**config.mk**
```make
export PLATFORM = sky130hd
export DESIGN_NAME = pwp_pair_pwm
export DESIGN_NICKNAME = d
export VERILOG_FILES = /design/src/pwp_pkg.sv /design/src/pwp_pair_pwm.sv
export SDC_FILE = /design/constraint.sdc
export NUM_CORES = 1
export LEC_CHECK = 0
export ABC_AREA = 1
export ABC_CLOCK_PERIOD_IN_PS = 6900
export BUFFER_PORTS_ARGS = -buffer_cell sky130_fd_sc_hd__buf_2
export CAP_MARGIN = 10
export CORE_ASPECT_RATIO = 1.25
export CORE_UTILIZATION = 50
export DETAILED_ROUTE_END_ITERATION = 10
export GPL_ROUTABILITY_DRIVEN = 0
export PLACE_DENSITY_LB_ADDON = 0.1
export SLEW_MARGIN = 20
export SYNTH_ARGS = -nofsm -noshare
export SYNTH_HDL_FRONTEND = slang
export SYNTH_SLANG_ARGS = --single-unit
```
**constraint.sdc**
```tcl
create_clock -name mclk_i -period 6.9 [get_ports mclk_i]
set_input_delay 1.38 -clock mclk_i [delete_from_list [all_inputs] [get_ports mclk_i]]
set_output_delay 1.38 -clock mclk_i [all_outputs]
set_load 0.01 [all_outputs]
```
**src/pwp_pkg.sv**
```systemverilog
package pwp_pkg;

  // ------------------------------------------------------------
  // register map, one byte per address
  // ------------------------------------------------------------
  localparam int PWP_ADDR_W = 4;
  localparam logic [3:0] PWP_OFS_CNT_LO = 4'h0;
  localparam logic [3:0] PWP_OFS_CNT_HI = 4'h1;
  localparam logic [3:0] PWP_OFS_PER1_LO = 4'h2;
  localparam logic [3:0] PWP_OFS_PER1_HI = 4'h3;
  localparam logic [3:0] PWP_OFS_DUTY1_LO = 4'h4;
  localparam logic [3:0] PWP_OFS_DUTY1_HI = 4'h5;
  localparam logic [3:0] PWP_OFS_PER2_LO = 4'h6;
  localparam logic [3:0] PWP_OFS_PER2_HI = 4'h7;
  localparam logic [3:0] PWP_OFS_DUTY2_LO = 4'h8;
  localparam logic [3:0] PWP_OFS_DUTY2_HI = 4'h9;
  localparam logic [3:0] PWP_OFS_CTL0_FIRST = 4'hA;
  localparam logic [3:0] PWP_OFS_CTL1_FIRST = 4'hB;
  localparam logic [3:0] PWP_OFS_CTL2_FIRST = 4'hC;
  localparam logic [3:0] PWP_OFS_CTL0_SECOND = 4'hD;

  // ------------------------------------------------------------
  // field positions
  // ------------------------------------------------------------
  // first_control_zero: [2:0] clock divide select, [3] event point, [4] polarity
  localparam int PWP_C0_CLKSEL_LSB = 0;
  localparam int PWP_C0_EVPT_BIT = 3;
  localparam int PWP_C0_POL_BIT = 4;
  // second_control_zero: [0] polarity
  localparam int PWP_C0S_POL_BIT = 0;
  // first_control_one
  localparam int PWP_C1_RUN_BIT = 0;
  localparam int PWP_C1_STAT_BIT = 1;
  localparam int PWP_C1_ONESHOT_BIT = 2;
  localparam int PWP_C1_PAIR_BIT = 3;
  localparam int PWP_C1_DT_BIT = 4;
  // first_control_two: [1:0] mode, [3:2] edge select, [4] pin select
  localparam int PWP_C2_MODE_LSB = 0;
  localparam int PWP_C2_EDGE_LSB = 2;
  localparam int PWP_C2_PIN_BIT = 4;

  // ------------------------------------------------------------
  // limits and reset values
  // ------------------------------------------------------------
  localparam logic [15:0] PWP_PERIOD_MIN = 16'h0001;
  localparam logic [15:0] PWP_PERIOD_MAX = 16'h0FFF;
  localparam logic [15:0] PWP_DUTY_MIN = 16'h0000;
  localparam logic [15:0] PWP_DUTY_MAX = 16'hFFFE;
  localparam logic [15:0] PWP_RST_COUNT = 16'h0000;
  localparam logic [15:0] PWP_RST_PERIOD = 16'h0FFF;
  localparam logic [15:0] PWP_RST_DUTY = 16'h0000;
  localparam logic [7:0] PWP_RST_CTL = 8'h00;

  // external control modes
  localparam logic [1:0] PWP_EXT_OFF = 2'h0;
  localparam logic [1:0] PWP_EXT_START = 2'h1;
  localparam logic [1:0] PWP_EXT_STOP = 2'h2;
  localparam logic [1:0] PWP_EXT_CLEAR = 2'h3;
  // trigger edge / level selections
  localparam logic [1:0] PWP_TRG_RISE = 2'h0;
  localparam logic [1:0] PWP_TRG_FALL = 2'h1;
  localparam logic [1:0] PWP_TRG_BOTH = 2'h2;
  localparam logic [1:0] PWP_TRG_HIGH = 2'h3;

endpackage

```
**src/pwp_pair_pwm.sv**
```systemverilog
// Our own choices: the address map and strobed register access.
`timescale 1ns/1ps

// Behaviour
// - run set: status first tick, count second
// - counter equals first duty: first flag low
// - counter equals second duty: second flag low
// - repeat: period match sets flag, clears, continues
// - period match reloads all duty/period buffers
// - one-shot: period match clears counter, stops, clears run
// - run write restarts after one-shot end
// - run cleared: one more count, then halt
// - status clears when counter really halted
// - restart resumes from retained counter value
// - counter byte write clears counter, first flag high
// - stopped: register writes go straight to buffers
// - control zero selects clock, event point, polarity
// - external trigger starts, stops or clears counter
// - edge bits and pin select choose trigger
// - first period is setting plus one, clamped
// - first duty is setting plus one, clamped
// - second delay1 is duty plus one, clamped
// - second delay2 is period plus one, clamped
// - first event may be one tick late
// - dead time enable inserts both-off interval
// - pairing bit selects cooperation, one-shot bit mode
module pwp_pair_pwm
  import pwp_pkg::*;
(
  input wire logic mclk_i,
  input wire logic rst_b_i,
  input wire logic [PWP_ADDR_W-1:0] addr_i,
  input wire logic [7:0] wdata_i,
  input wire logic wr_i,
  input wire logic rd_i,
  input wire logic trigger_a_i,
  input wire logic trigger_b_i,
  output logic [7:0] rdata_o,
  output logic first_pwm_output_o,
  output logic second_pwm_output_o,
  output logic pwm_event_o
);

  // ------------------------------------------------------------
  // state
  // ------------------------------------------------------------
  typedef struct packed {
    logic [7:0] div_cnt;
    logic [15:0] count;
    logic [15:0] first_period;
    logic [15:0] first_duty;
    logic [15:0] second_period;
    logic [15:0] second_duty;
    logic [15:0] first_period_buffer;
    logic [15:0] first_duty_buffer;
    logic [15:0] second_period_buffer;
    logic [15:0] second_duty_buffer;
    logic [7:0] first_control_zero;
    logic [7:0] first_control_two;
    logic [7:0] second_control_zero;
    logic run_request_bit;
    logic running_status_bit;
    logic one_shot_select;
    logic pair_cooperation_enable;
    logic dead_time_enable;
    logic first_output_flag;
    logic second_output_flag;
    logic trig_prev;
    logic out_first;
    logic out_second;
    logic event_pulse;
    logic [7:0] rdata;
  } pwp_state_type;

  pwp_state_type s;
  pwp_state_type next_s;

  // ------------------------------------------------------------
  // helpers
  // ------------------------------------------------------------
  // clamp a setting into its legal window before it reaches a buffer
  function automatic logic [15:0] pwp_clamp(input logic [15:0] v, input logic [15:0] lo,
                                            input logic [15:0] hi);
    if (v < lo) begin
      return lo;
    end else if (v > hi) begin
      return hi;
    end
    return v;
  endfunction

  // replace one byte of a 16-bit register
  function automatic logic [15:0] pwp_byte(input logic [15:0] old, input logic hi,
                                           input logic [7:0] b);
    if (hi) begin
      return {b, old[7:0]};
    end
    return {old[15:8], b};
  endfunction

  // divider mask: tick when the low bits of the divider are all ones
  function automatic logic [7:0] pwp_div_mask(input logic [2:0] sel);
    case (sel)
      3'h0: return 8'h00;
      3'h1: return 8'h01;
      3'h2: return 8'h03;
      3'h3: return 8'h07;
      3'h4: return 8'h0F;
      3'h5: return 8'h1F;
      3'h6: return 8'h3F;
      default: return 8'h7F;
    endcase
  endfunction

  // ------------------------------------------------------------
  // next state
  // ------------------------------------------------------------
  logic tick;
  logic [7:0] mask;
  logic trig_now;
  logic trig_hit;
  logic [15:0] first_low_point;
  logic [15:0] second_high_point;
  logic period_match;
  logic duty_match;
  logic hi_byte;

  always_comb begin
    next_s = s;
    next_s.event_pulse = 1'b0;
    next_s.rdata = 8'h00;
    hi_byte = addr_i[0];
    period_match = 1'b0;
    duty_match = 1'b0;

    // pwm count clock: one-cycle enable pulse standing for its falling edge
    mask = pwp_div_mask(s.first_control_zero[PWP_C0_CLKSEL_LSB +: 3]);
    tick = ((s.div_cnt & mask) == mask);
    next_s.div_cnt = s.div_cnt + 8'h01;

    // dead time moves the first fall later and the second rise earlier
    if (s.dead_time_enable) begin
      first_low_point = s.first_duty_buffer + s.second_duty_buffer;
      second_high_point = s.first_duty_buffer;
    end else begin
      first_low_point = s.first_duty_buffer;
      second_high_point = s.second_period_buffer;
    end

    // counting engine; start waits for a tick, so the first cycle may be late
    if (tick) begin
      if (!s.running_status_bit) begin
        if (s.run_request_bit) begin
          next_s.running_status_bit = 1'b1;
        end
      end else begin
        if (s.count == first_low_point) begin
          next_s.first_output_flag = 1'b0;
          duty_match = 1'b1;
        end
        if (s.pair_cooperation_enable) begin
          if (s.count == s.second_duty_buffer) begin
            next_s.second_output_flag = 1'b0;
          end
          if (s.count == second_high_point) begin
            next_s.second_output_flag = 1'b1;
          end
        end else begin
          // second channel idles high while not paired
          next_s.second_output_flag = 1'b1;
        end
        if (s.count == s.first_period_buffer) begin
          period_match = 1'b1;
          next_s.first_output_flag = 1'b1;
          next_s.count = PWP_RST_COUNT;
          // reload from settings; clamping keeps the plus-one periods in range
          next_s.first_period_buffer = pwp_clamp(s.first_period, PWP_PERIOD_MIN,
                                                 PWP_PERIOD_MAX);
          next_s.first_duty_buffer = pwp_clamp(s.first_duty, PWP_DUTY_MIN,
                                               PWP_DUTY_MAX);
          next_s.second_period_buffer = pwp_clamp(s.second_period, PWP_PERIOD_MIN,
                                                  PWP_PERIOD_MAX);
          next_s.second_duty_buffer = pwp_clamp(s.second_duty, PWP_DUTY_MIN,
                                                PWP_DUTY_MAX);
          if (s.one_shot_select) begin
            next_s.run_request_bit = 1'b0;
            next_s.running_status_bit = 1'b0;
          end
        end else begin
          next_s.count = s.count + 16'h0001;
        end
        // a cleared run bit still lets this last count happen
        if (!s.run_request_bit) begin
          next_s.running_status_bit = 1'b0;
        end
      end
    end

    // event point select: period match or first duty match
    if (s.first_control_zero[PWP_C0_EVPT_BIT]) begin
      next_s.event_pulse = duty_match;
    end else begin
      next_s.event_pulse = period_match;
    end

    // external trigger: pin select, then edge or level qualifier
    trig_now = s.first_control_two[PWP_C2_PIN_BIT] ? trigger_b_i : trigger_a_i;
    next_s.trig_prev = trig_now;
    case (s.first_control_two[PWP_C2_EDGE_LSB +: 2])
      PWP_TRG_RISE: trig_hit = trig_now && !s.trig_prev;
      PWP_TRG_FALL: trig_hit = !trig_now && s.trig_prev;
      PWP_TRG_BOTH: trig_hit = trig_now != s.trig_prev;
      default: trig_hit = trig_now;
    endcase
    if (trig_hit) begin
      case (s.first_control_two[PWP_C2_MODE_LSB +: 2])
        PWP_EXT_START: next_s.run_request_bit = 1'b1;
        PWP_EXT_STOP: next_s.run_request_bit = 1'b0;
        PWP_EXT_CLEAR: begin
          next_s.count = PWP_RST_COUNT;
          next_s.first_output_flag = 1'b1;
          next_s.second_output_flag = 1'b1;
          next_s.run_request_bit = 1'b1;
        end
        default: ;
      endcase
    end

    // register writes come last so software wins a same-cycle collision
    if (wr_i) begin
      case (addr_i)
        PWP_OFS_CNT_LO, PWP_OFS_CNT_HI: begin
          next_s.count = PWP_RST_COUNT;
          next_s.first_output_flag = 1'b1;
        end
        PWP_OFS_PER1_LO, PWP_OFS_PER1_HI: begin
          next_s.first_period = pwp_byte(s.first_period, hi_byte, wdata_i);
          if (!s.run_request_bit) begin
            next_s.first_period_buffer = pwp_clamp(next_s.first_period, PWP_PERIOD_MIN,
                                                   PWP_PERIOD_MAX);
          end
        end
        PWP_OFS_DUTY1_LO, PWP_OFS_DUTY1_HI: begin
          next_s.first_duty = pwp_byte(s.first_duty, hi_byte, wdata_i);
          if (!s.run_request_bit) begin
            next_s.first_duty_buffer = pwp_clamp(next_s.first_duty, PWP_DUTY_MIN,
                                                 PWP_DUTY_MAX);
          end
        end
        PWP_OFS_PER2_LO, PWP_OFS_PER2_HI: begin
          next_s.second_period = pwp_byte(s.second_period, hi_byte, wdata_i);
          if (!s.run_request_bit) begin
            next_s.second_period_buffer = pwp_clamp(next_s.second_period, PWP_PERIOD_MIN,
                                                    PWP_PERIOD_MAX);
          end
        end
        PWP_OFS_DUTY2_LO, PWP_OFS_DUTY2_HI: begin
          next_s.second_duty = pwp_byte(s.second_duty, hi_byte, wdata_i);
          if (!s.run_request_bit) begin
            next_s.second_duty_buffer = pwp_clamp(next_s.second_duty, PWP_DUTY_MIN,
                                                  PWP_DUTY_MAX);
          end
        end
        PWP_OFS_CTL0_FIRST: next_s.first_control_zero = wdata_i;
        PWP_OFS_CTL1_FIRST: begin
          next_s.run_request_bit = wdata_i[PWP_C1_RUN_BIT];
          next_s.one_shot_select = wdata_i[PWP_C1_ONESHOT_BIT];
          next_s.pair_cooperation_enable = wdata_i[PWP_C1_PAIR_BIT];
          next_s.dead_time_enable = wdata_i[PWP_C1_DT_BIT];
        end
        PWP_OFS_CTL2_FIRST: next_s.first_control_two = wdata_i;
        PWP_OFS_CTL0_SECOND: next_s.second_control_zero = wdata_i;
        default: ;
      endcase
    end

    // read data stands only in the cycle after the strobe
    if (rd_i) begin
      case (addr_i)
        PWP_OFS_CNT_LO: next_s.rdata = s.count[7:0];
        PWP_OFS_CNT_HI: next_s.rdata = s.count[15:8];
        PWP_OFS_PER1_LO: next_s.rdata = s.first_period[7:0];
        PWP_OFS_PER1_HI: next_s.rdata = s.first_period[15:8];
        PWP_OFS_DUTY1_LO: next_s.rdata = s.first_duty[7:0];
        PWP_OFS_DUTY1_HI: next_s.rdata = s.first_duty[15:8];
        PWP_OFS_PER2_LO: next_s.rdata = s.second_period[7:0];
        PWP_OFS_PER2_HI: next_s.rdata = s.second_period[15:8];
        PWP_OFS_DUTY2_LO: next_s.rdata = s.second_duty[7:0];
        PWP_OFS_DUTY2_HI: next_s.rdata = s.second_duty[15:8];
        PWP_OFS_CTL0_FIRST: next_s.rdata = s.first_control_zero;
        PWP_OFS_CTL1_FIRST: begin
          next_s.rdata[PWP_C1_RUN_BIT] = s.run_request_bit;
          next_s.rdata[PWP_C1_STAT_BIT] = s.running_status_bit;
          next_s.rdata[PWP_C1_ONESHOT_BIT] = s.one_shot_select;
          next_s.rdata[PWP_C1_PAIR_BIT] = s.pair_cooperation_enable;
          next_s.rdata[PWP_C1_DT_BIT] = s.dead_time_enable;
        end
        PWP_OFS_CTL2_FIRST: next_s.rdata = s.first_control_two;
        PWP_OFS_CTL0_SECOND: next_s.rdata = s.second_control_zero;
        default: next_s.rdata = 8'h00;
      endcase
    end

    // pins follow the flags through their polarity, registered in the same cycle as the flags
    next_s.out_first = next_s.first_output_flag ^
                       next_s.first_control_zero[PWP_C0_POL_BIT];
    next_s.out_second = next_s.second_output_flag ^
                        next_s.second_control_zero[PWP_C0S_POL_BIT];
  end

  // ------------------------------------------------------------
  // state register
  // ------------------------------------------------------------
  always_ff @(posedge mclk_i or negedge rst_b_i) begin
    if (!rst_b_i) begin
      s <= '0;
      s.count <= PWP_RST_COUNT;
      s.first_period <= PWP_RST_PERIOD;
      s.second_period <= PWP_RST_PERIOD;
      s.first_duty <= PWP_RST_DUTY;
      s.second_duty <= PWP_RST_DUTY;
      s.first_period_buffer <= PWP_RST_PERIOD;
      s.second_period_buffer <= PWP_RST_PERIOD;
      s.first_duty_buffer <= PWP_RST_DUTY;
      s.second_duty_buffer <= PWP_RST_DUTY;
      s.first_control_zero <= PWP_RST_CTL;
      s.first_control_two <= PWP_RST_CTL;
      s.second_control_zero <= PWP_RST_CTL;
      s.first_output_flag <= 1'b1;
      s.second_output_flag <= 1'b1;
      s.out_first <= 1'b1;
      s.out_second <= 1'b1;
    end else begin
      s <= next_s;
    end
  end

  // ------------------------------------------------------------
  // outputs
  // ------------------------------------------------------------
  assign rdata_o = s.rdata;
  assign first_pwm_output_o = s.out_first;
  assign second_pwm_output_o = s.out_second;
  assign pwm_event_o = s.event_pulse;

endmodule

```
* Yosys cells after proc, flatten, opt, wreduce, memory -nomap -nowiden
Index checks and enable logic that the tools add are counted. W data, S select, Z words.
Storage, ports and cells: register bits after elaboration 195, input port bits 18, output and inout bits 11, word-level logic and storage cells 250
Operators by class: add/subtract/negate cells 3, magnitude comparators 16, eq/ne operators 30, multiplexer cells 150, bitwise logic cells 3, reduce and logical (&&, ||, !) cells 21
Operators with widths (number):
- $mux W16 | 60
- $mux W64 | 3
- $mux W169 | 1
- $lt A16 B1 Y1 const B | 8
- $mux W1 | 70
- $pmux W5 S14 | 1
- $eq A16 B16 Y1 | 4
- $gt A16 B12 Y1 const B | 4
- $gt A16 B16 Y1 const B | 4
- $pmux W7 S7 | 1
- $pmux W3 S13 | 1
- $mux W8 | 4
- $eq A4 B4 Y1 const B | 6
- $add A16 B1 Y16 const B | 1
- $add A16 B16 Y16 | 1
- $eq A4 B3 Y1 const B | 4
- $reduce_and A2 Y1 | 8
- $mux W2 | 7
- $reduce_or A2 Y1 | 6
- $eq A3 B3 Y1 const B | 3
- $add A8 B1 Y8 const B | 1
- $and A8 B8 Y8 | 1
- $eq A4 B2 Y1 const B | 2
- $eq A8 B8 Y1 | 1
- 14 further kinds | 21

* Logic depth before layout (Yosys ltp)
Gate-level depths: netlist of run 1.
depth in word-level cells 18, mapped depth 20

* Worst setup path after synthesis of run 1
OpenSTA, ideal clock, no wires.
path type in2reg, from input trigger_b_i, to register s[184] in the netlist's numbering, setup time 134 ps, arrival time 2881 ps, setup slack 3885 ps, stages on the path 11, buffers on the path 0, path through or2_1 -> o21ai_0 -> ha_1 -> o21ai_0 -> a21oi_1 -> a21oi_1 -> nand3_1 -> o21ai_1 -> nor2_2 -> inv_2 -> nor3_1
RTL lines:
- from (decl) | line pwp_pair_pwm.sv:37 | input wire logic trigger_b_i,
- to (signal assigned) | line pwp_pair_pwm.sv:334 | s <= next_s;
- to (decl) | line pwp_pair_pwm.sv:75 | pwp_state_type s;

==> reports/qor.txt, run 1 <==
RUN STATUS
----------------------------------------------------------------------------------
Outcome                                                                  completed

SYNTHESIS
----------------------------------------------------------------------------------
Share of flip-flops with an asynchronous set or reset                         100%
Top cells by instance count after synthesis                           nand2_1, inv_1, o21ai_0
Net count of the mapped netlist                                              1,674
Mapped Cells                                                                 1,636
Post-synth EDFFs                                                                 0
Number of flip-flops and latches in the synthesized netlist                    194
Number of library cell types mapped by synthesis                                53
Synthesized area                                                      0.0120 sq mm
Synth warnings                                                                   0
Leading cell types by total area after synthesis                      dfrtp_1, nand2_1, dfstp_2
Most common cell in the synthesized netlist                                nand2_1
Sequential area share after synthesis                                        40.9%
Most frequently used flop master after synthesis                           dfrtp_1
Share of the synthesized area in the top cell type                           29.5%
Mean instance size in the synthesized netlist                           7.35 sq um
Library cell with the largest summed area after synthesis                  dfrtp_1

DRT
----------------------------------------------------------------------------------
DR iter-0 viols                                                              1,090
Final ANT Viol Nets                                                              0
DR vias/cell                                                                  6.15
Via count                                                                   11,835
Number of iterations in the first detailed-routing pass                          8
DR DRC count                                                                     0
Wire length after detailed routing                                         43.2 mm
DR WL/cell                                                                 22.5 um

WORST SETUP PATH
----------------------------------------------------------------------------------
Required @ worst endpoint                                                  7.20 ns
Arrival time of data at the critical path endpoint                         4.06 ns
Family of cells with the greatest summed delay on the critical path   simple AND/OR/NAND/NOR gates
Reg-to-Reg End                                                               s[84]
Crit-path most repeated cell                                                 inv_2
Register-to-Register Path Depth                                                 10
Series of cell instances along the critical path                      inv_1, nand2_1, a21oi_1, nand4_1, nor2_2, inv_2, nor2_8, inv_2, o21ai_0, o22ai_1
Crit path max-delay cell type                                               nor2_8
Startpoint of the most critical setup path                                  s[176]
Largest stage delay on the critical path                                   0.70 ns
R2R Path Start                                                              s[176]
Startpoint type of the worst setup path                                       flop
Worst setup endpoint                                                         s[84]
Logic depth of the worst setup path including buffers                           10
Crit Path Category                                                    flop to flop
Register-to-register setup slack                                           3.14 ns
Type of element capturing the critical path                                   flop
Crit path buf inv count                                                          3
Max Fanout on Critical Path                                                     70

STA
----------------------------------------------------------------------------------
Final number of hold-violating endpoints                                         0
Tightest hold margin                                                      0.481 ns
Final min period                                                           3.76 ns
Post-Route Skew                                                          0.0130 ns
Sum of negative setup slack                                                   0 ns
Number of setup violations in the final report                                   0
Slew headroom                                                                39.0%
Slew @ Worst Pin                                                          0.905 ns
Fmax                                                                       266 MHz
Final Max Slew Viols                                                             0
Final worst-path cycle share                                                 54.5%
Setup repair after global routing missed its margin                          false

GRT
----------------------------------------------------------------------------------
Overflow after GRT                                                               0
Vias in the first global route                                              10,998
Maximum number of pins on one net before global-route repair                    71
Initial antenna violation count                                                  2
Total GRT Usage                                                              36.3%
First-pass GRT wire length                                                 65.9 mm

POWER
----------------------------------------------------------------------------------
Power density cells                                                    385 mW/mm^2
Leakage power                                                              6.00 nW
Worst supply voltage drop on vdd                                          0.219 mV

PLACEMENT
----------------------------------------------------------------------------------
Hpwl dp                                                                    32.6 mm
Count of input and output buffers                                               28

CTS
----------------------------------------------------------------------------------
CTS tree                                                                     built
# resized after CTS                                                              0
CTS Hold Buffers Added                                                           0
TritonCTS sink count                                                           194
Clock Path Buffers                                                               2
Clock insertion delay at the later pin of the skew report                  0.46 ns
Total CTS buffers                                                               17
CTS Root Buffer Type                                                     clkbuf_16
Number of post-CTS setup repair buffers                                          0
H-tree levels                                                                    4
Clk slew on worst S/H paths                                                0.08 ns

WORST HOLD PATH
----------------------------------------------------------------------------------
Hold depth                                                                       1
Type of the most critical hold path                                   flop to flop

FINAL LAYOUT
----------------------------------------------------------------------------------
Layout cell share with drive strength beyond 1                               9.38%
Filler Cells Inserted                                                        2,326
Final layout net count                                                       1,656
Area growth, synth to finish                                                 6.92%
Sequential Area                                                       0.00492 sq mm
Fraction of the core area covered by cells at the end of the flow            54.4%
Total area of multi-input combinational cells                         0.00592 sq mm

DIE
----------------------------------------------------------------------------------
Initial core utilization                                                     50.9%
Std-Cell Core Area                                                    0.0236 sq mm
Floorplan die height                                                        175 um
Floorplan die width                                                         141 um
Top-Level Pins                                                                  29
Number of standard-cell rows in the floorplan                                   63
Total Die Area                                                        0.0247 sq mm

FLOW RUN
----------------------------------------------------------------------------------
Max-capacitance violation count                                                  0

==> worst min path at each step <==
stage / from / to / slack (ns)
floorplan: s[187] / s[187] / 0.44
global placement: s[193] / s[193] / 0.46
detailed placement: s[193] / s[193] / 0.46
CTS: s[193] / s[193] / 0.48
global route: s[193] / s[193] / 0.50
finish: s[193] / s[193] / 0.48
==> cell type report <==
class	count	area share, %
well taps	292	2.84
clock buffers	20	3.63
clock inverters	12	1.20
repair buffers	35	1.57
diodes	2	0.0389
flip-flops and latches	194	38.3
multi-input cells	1151	46.1
inverters	219	6.39
==> placed cells by master, fill, tap and decap left out, types with 3 or more instances in the layout <==
cell,Yosys,final
a22oi_1,8,8
buf_2,25,27
dfstp_2,52,52
buf_4,11,7
clkbuf_16,0,17
o21ai_0,165,165
inv_2,9,9
o21ai_1,7,7
nor2_1,117,115
dfrtp_1,142,142
nand4_1,30,30
nand3_1,79,79
o211ai_1,10,10
a31oi_1,8,8
a21oi_1,147,147
nand2_1,367,367
nor2_2,6,8
o221ai_1,4,4
clkinvlp_4,0,3
xor2_1,43,43
bufinv_16,0,3
and2_1,5,5
o22ai_1,23,23
nor4_1,15,15
or2_2,7,7
a221oi_1,17,17
inv_1,208,208
a22o_1,4,4
ha_1,19,19
a32o_1,7,7
clkbuf_8,0,4
a41oi_1,5,5
clkinv_2,0,3
nor3_1,29,29
==> metrics by stage <==
stage | total power [mW] | std cells | worst slack [ns] | instance area (sq um)
floorplan | 3.19 | 1636 | 3.88 | 12000
global placement | 3.81 | 1891 | 2.84 | 12200
detailed placement | 3.85 | 1891 | 2.77 | 12200
CTS | 4.90 | 1923 | 3.17 | 12900
global route | 5.26 | 1923 | 2.84 | 12900
finish | 4.95 | 1925 | 3.14 | 12900
==> where the power goes <==
| part | switching (mW) | internal, mW |
|---|---|---|
| registers | 0.446 | 1.50 |
| logic | 1.25 | 0.691 |
| clock network | 0.458 | 0.600 |
==> worst reg2reg max path, cell delays in order (launching register included) <==
cell	delay (ns)
dfrtp_1	0.60
inv_1	0.44
nand2_1	0.10
a21oi_1	0.16
nand4_1	0.12
nor2_2	0.31
inv_2	0.15
nor2_8	0.70
inv_2	0.58
o21ai_0	0.35
o22ai_1	0.11
==> flip-flops by register name, indices dropped and copies added, names as in the netlist <==
name / flops
pwm_event_o: 1
first_pwm_output_o: 1
second_pwm_output_o: 1
rdata_o: 8
s: 183
==> layer usage <==
| layer | wire length (um) | up-vias | track usage [%] | part of all wire (%) |
|---|---|---|---|---|
| li1 | - | 5429 | - | - |
| met1 | 17100 | 5561 | 45.9 | 40 |
| met2 | 19500 | 674 | 56.9 | 45 |
| met3 | 3520 | 171 | 6.27 | 8.1 |
| met4 | 3080 | 0 | 24.5 | 7.1 |
| met5 | 0 | - | 0 | 0 |
==> kinds of logic (layout without fill, tap and decap cells) <==
logic type | after synthesis | count (layout) | synth area share, %
flops | 194 | 194 | 40.9
xor+xnor | 45 | 45 | 3.28
compound gates | 421 | 421 | 20.1
fa+ha+maj | 20 | 20 | 2.14
simple gates | 665 | 665 | 23.7
other cells | 0 | 2 | 0
buf+inv | 291 | 286 | 9.87
Note: power is estimated with default switching activity, not from simulation.
==> run 2: changes to the inputs <==
Settings changed: ABC_CLOCK_PERIOD_IN_PS 6900 to 3100.
Clock period 6.9 ns to 3.1 ns, I/O delays scaled along.
==> run 2 against run 1 <==
- clock skew rose by 0.0026 ns
- worst setup slack worse by 2.9 ns
- critical path depth rose by 8
- die area unchanged
- routed wire length increased by 4.1%
- final cell count is 2.3% higher
- largest cell class unchanged
==> reports/qor.txt, run 2 (synthesis gave the netlist of run 1 again) <==
RUN STATUS
-------------------------------------------------------------------------------------
Outcome                                                                     completed

CTS
-------------------------------------------------------------------------------------
Clock insertion delay at the later pin of the skew report                     0.46 ns   about the same
Total CTS buffers                                                                  17   unchanged
CTS Root Buffer Type                                                        clkbuf_16
TritonCTS sink count                                                              194   unchanged
Clock Path Buffers                                                                  2   unchanged
Number of post-CTS setup repair buffers                                             0   unchanged
Clk slew on worst S/H paths                                                   0.08 ns   about the same
CTS Hold Buffers Added                                                              0   unchanged
CTS tree                                                                        built
H-tree levels                                                                       4   unchanged
# resized after CTS                                                                 0   unchanged

DRT
-------------------------------------------------------------------------------------
DR vias/cell                                                                     6.14   -0.11%
Via count                                                                      12,098   +2.2%
Number of iterations in the first detailed-routing pass                             6   -2
DR WL/cell                                                                    22.8 um   +1.7%
DR iter-0 viols                                                                 1,180   +8.3%
DR DRC count                                                                        0   unchanged
Final ANT Viol Nets                                                                 0   unchanged
Wire length after detailed routing                                            45.0 mm   +4.1%

WORST SETUP PATH
-------------------------------------------------------------------------------------
Required @ worst endpoint                                                     3.50 ns   -3.70 ns
Crit Path Category                                                       flop to flop
Max Fanout on Critical Path                                                         3   -96%
Arrival time of data at the critical path endpoint                            3.21 ns   -0.85 ns
Startpoint type of the worst setup path                                          flop
Type of element capturing the critical path                                      flop

STA
-------------------------------------------------------------------------------------
Post-Route Skew                                                             0.0156 ns   +0.00255 ns
Slew @ Worst Pin                                                              1.16 ns   +0.254 ns
Final Max Slew Viols                                                                0   unchanged
Sum of negative setup slack                                                      0 ns   unchanged
Fmax                                                                          356 MHz   +34%
Final WS setup                                                               0.288 ns   -2.85 ns
Final min period                                                              2.81 ns   -0.946 ns
Final number of hold-violating endpoints                                            0   unchanged
Setup repair after global routing missed its margin                             false
Slew headroom                                                                   21.8%   -17 points
Final worst-path cycle share                                                    90.7%   +36 points
Number of setup violations in the final report                                      0   unchanged

DIE
-------------------------------------------------------------------------------------
Total Die Area                                                           0.0247 sq mm   unchanged
Floorplan die height                                                           175 um   unchanged
Floorplan die width                                                            141 um   unchanged
Std-Cell Core Area                                                       0.0236 sq mm   unchanged
Top-Level Pins                                                                     29   unchanged
Number of standard-cell rows in the floorplan                                      63   unchanged
Initial core utilization                                                        50.9%   unchanged

FINAL LAYOUT
-------------------------------------------------------------------------------------
Total area of multi-input combinational cells                            0.00592 sq mm   unchanged
Sequential Area                                                          0.00492 sq mm   unchanged
Layout cell share with drive strength beyond 1                                  11.9%   +2.5 points
Final layout net count                                                          1,702   +2.8%
Most frequent cells in the layout                                        nand2_1, inv_1, o21ai_0, a21oi_1, dfrtp_1
Most flops, register                                                                s
Number of flip-flops under the largest register name                              183   unchanged
Filler Cells Inserted                                                           2,354   +1.2%
Area growth, synth to finish                                                    9.50%
Most frequent standard cell in the layout excluding fill and tap cells        nand2_1

POWER
-------------------------------------------------------------------------------------
Power density cells                                                       838 mW/mm^2   +120%
Leakage power                                                                 6.20 nW   +3.4%
Worst supply voltage drop on vdd                                             0.562 mV   +160%

WORST HOLD PATH
-------------------------------------------------------------------------------------
Type of the most critical hold path                                      input pin to asynchronous set/reset pin

GRT
-------------------------------------------------------------------------------------
Total GRT Usage                                                                 37.8%   +1.5 points
Overflow after GRT                                                                  0   unchanged
First-pass GRT wire length                                                    68.8 mm   +4.3%
Maximum number of pins on one net before global-route repair                       77   +8.5%
Initial antenna violation count                                                     2   unchanged
Vias in the first global route                                                 11,721   +6.6%

PLACEMENT
-------------------------------------------------------------------------------------
Count of input and output buffers                                                  28   unchanged
Hpwl dp                                                                       34.7 mm   +6.4%
Setup WS pre-CTS                                                             0.267 ns   -2.50 ns

FLOW RUN
-------------------------------------------------------------------------------------
Max-capacitance violation count                                                     0   unchanged

==> run 2: cell types whose count changed in the layout (fill, tap and decap cells not counted) <==
| cell | previous run | this run |
|---|---|---|
| inv_8 | 0 | 1 |
| buf_12 | 0 | 1 |
| clkinv_4 | 2 | 4 |
| clkinv_2 | 3 | 0 |
| buf_4 | 7 | 52 |
| bufinv_16 | 3 | 1 |
| diode_2 | 2 | 1 |
| inv_6 | 1 | 5 |
| clkbuf_8 | 4 | 1 |
| clkinvlp_4 | 3 | 4 |
==> run 2: final timing paths <==
| check | cells past startpoint | slack [ns] | to | from |
|---|---|---|---|---|
| min | 1 | 0.19 | s[183] | rst_b_i |
| min reg2reg | 1 | 0.48 | s[187] | s[187] |
| max reg2reg | 18 | 0.29 | first_pwm_output_o | s[43] |
| max in group asynchronous | 2 | 2.07 | s[131] | rst_b_i |
| max | 18 | 0.29 | first_pwm_output_o | s[43] |
| min in group mclk_i | 3 | 0.47 | s[18] | wdata_i[0] |
==> run 2: report_power, final <==
| part | switching (mW) | internal (mW) | total [mW] | leakage [nW] |
|---|---|---|---|---|
| Combinational | 2.94 | 1.63 | 4.57 | 3.62 |
| Clock | 1.07 | 1.13 | 2.20 | 0.269 |
| Sequential | 0.929 | 3.34 | 4.27 | 2.31 |
| Total | 4.94 | 6.10 | 11.0 | 6.20 |
==> run 2: metrics by stage <==
step / total power [mW] / utilization (%) / hold WS (ns) / area, sq um / instances
3_5_place_dp: 8.73 / 53.2 / 0.470 / 12600 / 1937
4_1_cts: 10.9 / 55.7 / 0.215 / 13200 / 1969
2_1_floorplan: 7.10 / - / 0.324 / 12000 / 1636
6_report: 11.0 / 55.7 / 0.186 / 13200 / 1970
3_3_place_gp: 8.65 / 53.2 / 0.460 / 12600 / 1937
5_1_grt: 11.7 / 55.7 / 0.235 / 13200 / 1969
==> run 2: per-layer routing <==
layer	part of all wire, %	track usage [%]	up-vias
met4	8.2	27.4	2
met2	46	60.2	711
met1	37	45.0	5609
met3	9.3	8.48	237
li1	-	-	5539
met5	0.024	0	-
==> run 2: area by class of cell <==
class / count / area share, %
timing repair buffer: 81 / 4.25
antenna: 1 / 0.0190
multi-input combinational: 1151 / 45.0
clock inverter: 15 / 1.14
inverter: 219 / 6.24
sequential: 194 / 37.4
tap: 292 / 2.77
clock buffer: 17 / 3.23
==> run 2: critical path, cell delays in order (launching register included) <==
cell and delay, ns:
dfrtp_1 0.46, ha_1 0.29, fa_1 0.43, nand2_1 0.12
nand2_1 0.08, nand3_1 0.09, nand2_1 0.09, nand2_1 0.07
nand3_1 0.14, nand2_1 0.10, nand2_1 0.05, nand2_1 0.07
nand3_1 0.06, nor3_1 0.29, nand4_1 0.13, nand2_1 0.09
nand2_1 0.07, nand2_1 0.06, nand2_1 0.05
==> run 3: changes to the inputs <==
Settings changed: REMOVE_ABC_BUFFERS set to 1.
==> run 3 against run 2 <==
- count of clock-buffer cells in the layout unchanged
- global-route usage decreased by 1.0 points
- maximum frequency increased by 1.4%
- die area unchanged
- core utilization increased by 0.46 points
- first-iteration DRC count increased by 4.5%
- highest routed layer is now met4
- final cell count increased by 0.15%
- routed wire length decreased by 3.8%
- critical path depth decreased by 1
- worst setup slack improved by 0.038 ns
- via count decreased by 2.1%
- design area increased by 0.82%
==> reports/qor.txt, run 3 (synthesis gave the netlist of run 1 again) <==
CTS
-------------------------------------------------------------------------------------
Clk slew on worst S/H paths                                                   0.08 ns   about the same
Number of post-CTS setup repair buffers                                             0   unchanged
Clock insertion delay at the later pin of the skew report                     0.45 ns   about the same
TritonCTS sink count                                                              194   unchanged
CTS Hold Buffers Added                                                              0   unchanged
CTS tree                                                                        built
Total CTS buffers                                                                  17   unchanged
H-tree levels                                                                       4   unchanged
Clock Path Buffers                                                                  2   unchanged
CTS Root Buffer Type                                                        clkbuf_16
# resized after CTS                                                                 0   unchanged

WORST SETUP PATH
-------------------------------------------------------------------------------------
Startpoint type of the worst setup path                                          flop
Arrival time of data at the critical path endpoint                            3.16 ns   -0.05 ns
Required @ worst endpoint                                                     3.49 ns   about the same
Largest stage delay on the critical path                                      0.45 ns   about the same
Type of element capturing the critical path                                      flop
Series of cell instances along the critical path                         ha_1, fa_1, nand2_1, nand2_1, nand2_1, xor2_1, nand2_1, nand2_1, nand2_1, nand2_1, nand3_1, nor3_1, nand4_1, nand2_1, nand2_1, nand2_1, nand2_1
Crit path max-delay cell type                                                 dfrtp_1
Crit Path Category                                                       flop to flop
Max Fanout on Critical Path                                                         3   unchanged
Crit-path most repeated cell                                                  nand2_1

DIE
-------------------------------------------------------------------------------------
Floorplan die height                                                           175 um   unchanged
Std-Cell Core Area                                                       0.0236 sq mm   unchanged
Total Die Area                                                           0.0247 sq mm   unchanged
Floorplan die width                                                            141 um   unchanged
Top-Level Pins                                                                     29   unchanged
Initial core utilization                                                        50.9%   unchanged
Number of standard-cell rows in the floorplan                                      63   unchanged

STA
-------------------------------------------------------------------------------------
Final number of hold-violating endpoints                                            0   unchanged
Final min period                                                              2.77 ns   -0.0378 ns
Slew headroom                                                                   32.1%   +10 points
Number of setup violations in the final report                                      0   unchanged
Final worst-path cycle share                                                    89.5%   -1.2 points
Setup repair after global routing missed its margin                             false
Fmax                                                                          360 MHz   +1.4%
Final Max Slew Viols                                                                0   unchanged
Post-Route Skew                                                             0.0105 ns   -0.00514 ns
Slew @ Worst Pin                                                              1.01 ns   -0.152 ns

PLACEMENT
-------------------------------------------------------------------------------------
Cell Count Post-Placement                                                       1,941   +0.21%
Total placed instance area                                               0.0127 sq mm   +0.54%
Count of input and output buffers                                                  28   unchanged
Hpwl dp                                                                       33.5 mm   -3.6%

FINAL LAYOUT
-------------------------------------------------------------------------------------
Cell area after layout                                                   0.0133 sq mm   +0.82%
Number of flip-flops under the largest register name                              183   unchanged
Layout cell share with drive strength beyond 1                                  12.1%   +0.21 points
Fraction of the core area covered by cells at the end of the flow               56.1%   +0.46 points
Area growth, synth to finish                                                    10.4%
Most frequent cells in the layout                                        nand2_1, inv_1, o21ai_0, a21oi_1, dfrtp_1
Final layout net count                                                          1,706   +0.24%
Most frequent standard cell in the layout excluding fill and tap cells        nand2_1
Number of antenna repair diodes                                                     0   -1
Most flops, register                                                                s
Fin cells                                                                       1,973   +0.15%

WORST HOLD PATH
-------------------------------------------------------------------------------------
Type of the most critical hold path                                      input pin to asynchronous set/reset pin

GRT
-------------------------------------------------------------------------------------
Vias in the first global route                                                 11,496   -1.9%
Initial antenna violation count                                                     0   -2
Total GRT Usage                                                                 36.7%   -1.0 points
First-pass GRT wire length                                                    67.4 mm   -2.0%
Maximum number of pins on one net before global-route repair                       72   -6.5%
Overflow after GRT                                                                  0   unchanged

DRT
-------------------------------------------------------------------------------------
Number of iterations in the first detailed-routing pass                             6   unchanged
DR iter-0 viols                                                                 1,233   +4.5%
Wire length after detailed routing                                            43.3 mm   -3.8%
DR WL/cell                                                                    21.9 um   -4.0%
Final ANT Viol Nets                                                                 0   unchanged
DR vias/cell                                                                     6.00   -2.3%
DR DRC count                                                                        0   unchanged
Via count                                                                      11,842   -2.1%

POWER
-------------------------------------------------------------------------------------
Power density cells                                                       838 mW/mm^2   about the same
Final total power                                                             11.1 mW   +0.79%
Leakage power                                                                 6.26 nW   +0.90%
Worst supply voltage drop on vdd                                             0.445 mV   -21%

RUN STATUS
-------------------------------------------------------------------------------------
Outcome                                                                     completed

FLOW RUN
-------------------------------------------------------------------------------------
Max-capacitance violation count                                                     0   unchanged

-- run 3: changes by cell type in the layout (fill, tap and decap cells not counted) --
cell	change
inv_8	+1
buf_12	+3
clkinvlp_4	-1
clkinv_2	+1
buf_4	+1
clkinv_4	-4
inv_6	+1
diode_2	-1
bufinv_16	+2
-- run 3: layout make-up --
cell class	instances	area (sq um)
Inverter	219	822
Sequential cell	194	4920
Tap cell	292	365
Multi-Input combinational cell	1151	5920
Clock buffer	17	425
Fill cell	2289	10400
Clock inverter	15	193
Timing Repair Buffer	85	627
-- run 3: metrics by stage --
step	hold slack [ns]	setup TNS [ns]	setup slack, ns
final	0.186	0	0.326
after global routing	0.214	0	0.0809
after CTS	0.204	0	0.335
after detailed placement	0.462	0	0.208
after global placement	0.461	0	0.234
after floorplan	0.324	-0.321	-0.131
-- run 3: per-layer routing --
layer  GRT usage [%]  part of all wire, %  vias up
met5               0                    0        -
met4            24.9                  7.4        0
met3            7.61                  8.4      168
met2            58.8                   46      628
met1            44.6                   38     5507
li1                -                    -     5539
-- run 3: report_power, final --
part,total (mW),internal (mW),switching [mW]
registers,4.20,3.34,0.862
logic,4.57,1.64,2.93
clock network,2.36,1.29,1.06
total,11.1,6.28,4.85
-- run 3: worst paths after layout --
kind                       startpoint                 end  slack [ns]  depth (start not counted)
max                             s[43]  first_pwm_output_o        0.33                         17
min                           rst_b_i              s[106]        0.19                          1
max reg2reg                     s[43]  first_pwm_output_o        0.33                         17
min reg2reg                    s[187]              s[187]        0.47                          1
max in group asynchronous     rst_b_i               s[12]        2.07                          2
min in group mclk_i            s[187]              s[187]        0.47                          1
-- run 3: worst max-delay path: cells and delay by family (launching register included) --
kind | cells | cell delay (ns)
AND/OR/NAND/NOR | 14 | 1.35
XOR/XNOR | 1 | 0.17
flip-flops | 1 | 0.45
adder cells (fa/ha/maj) | 2 | 0.71
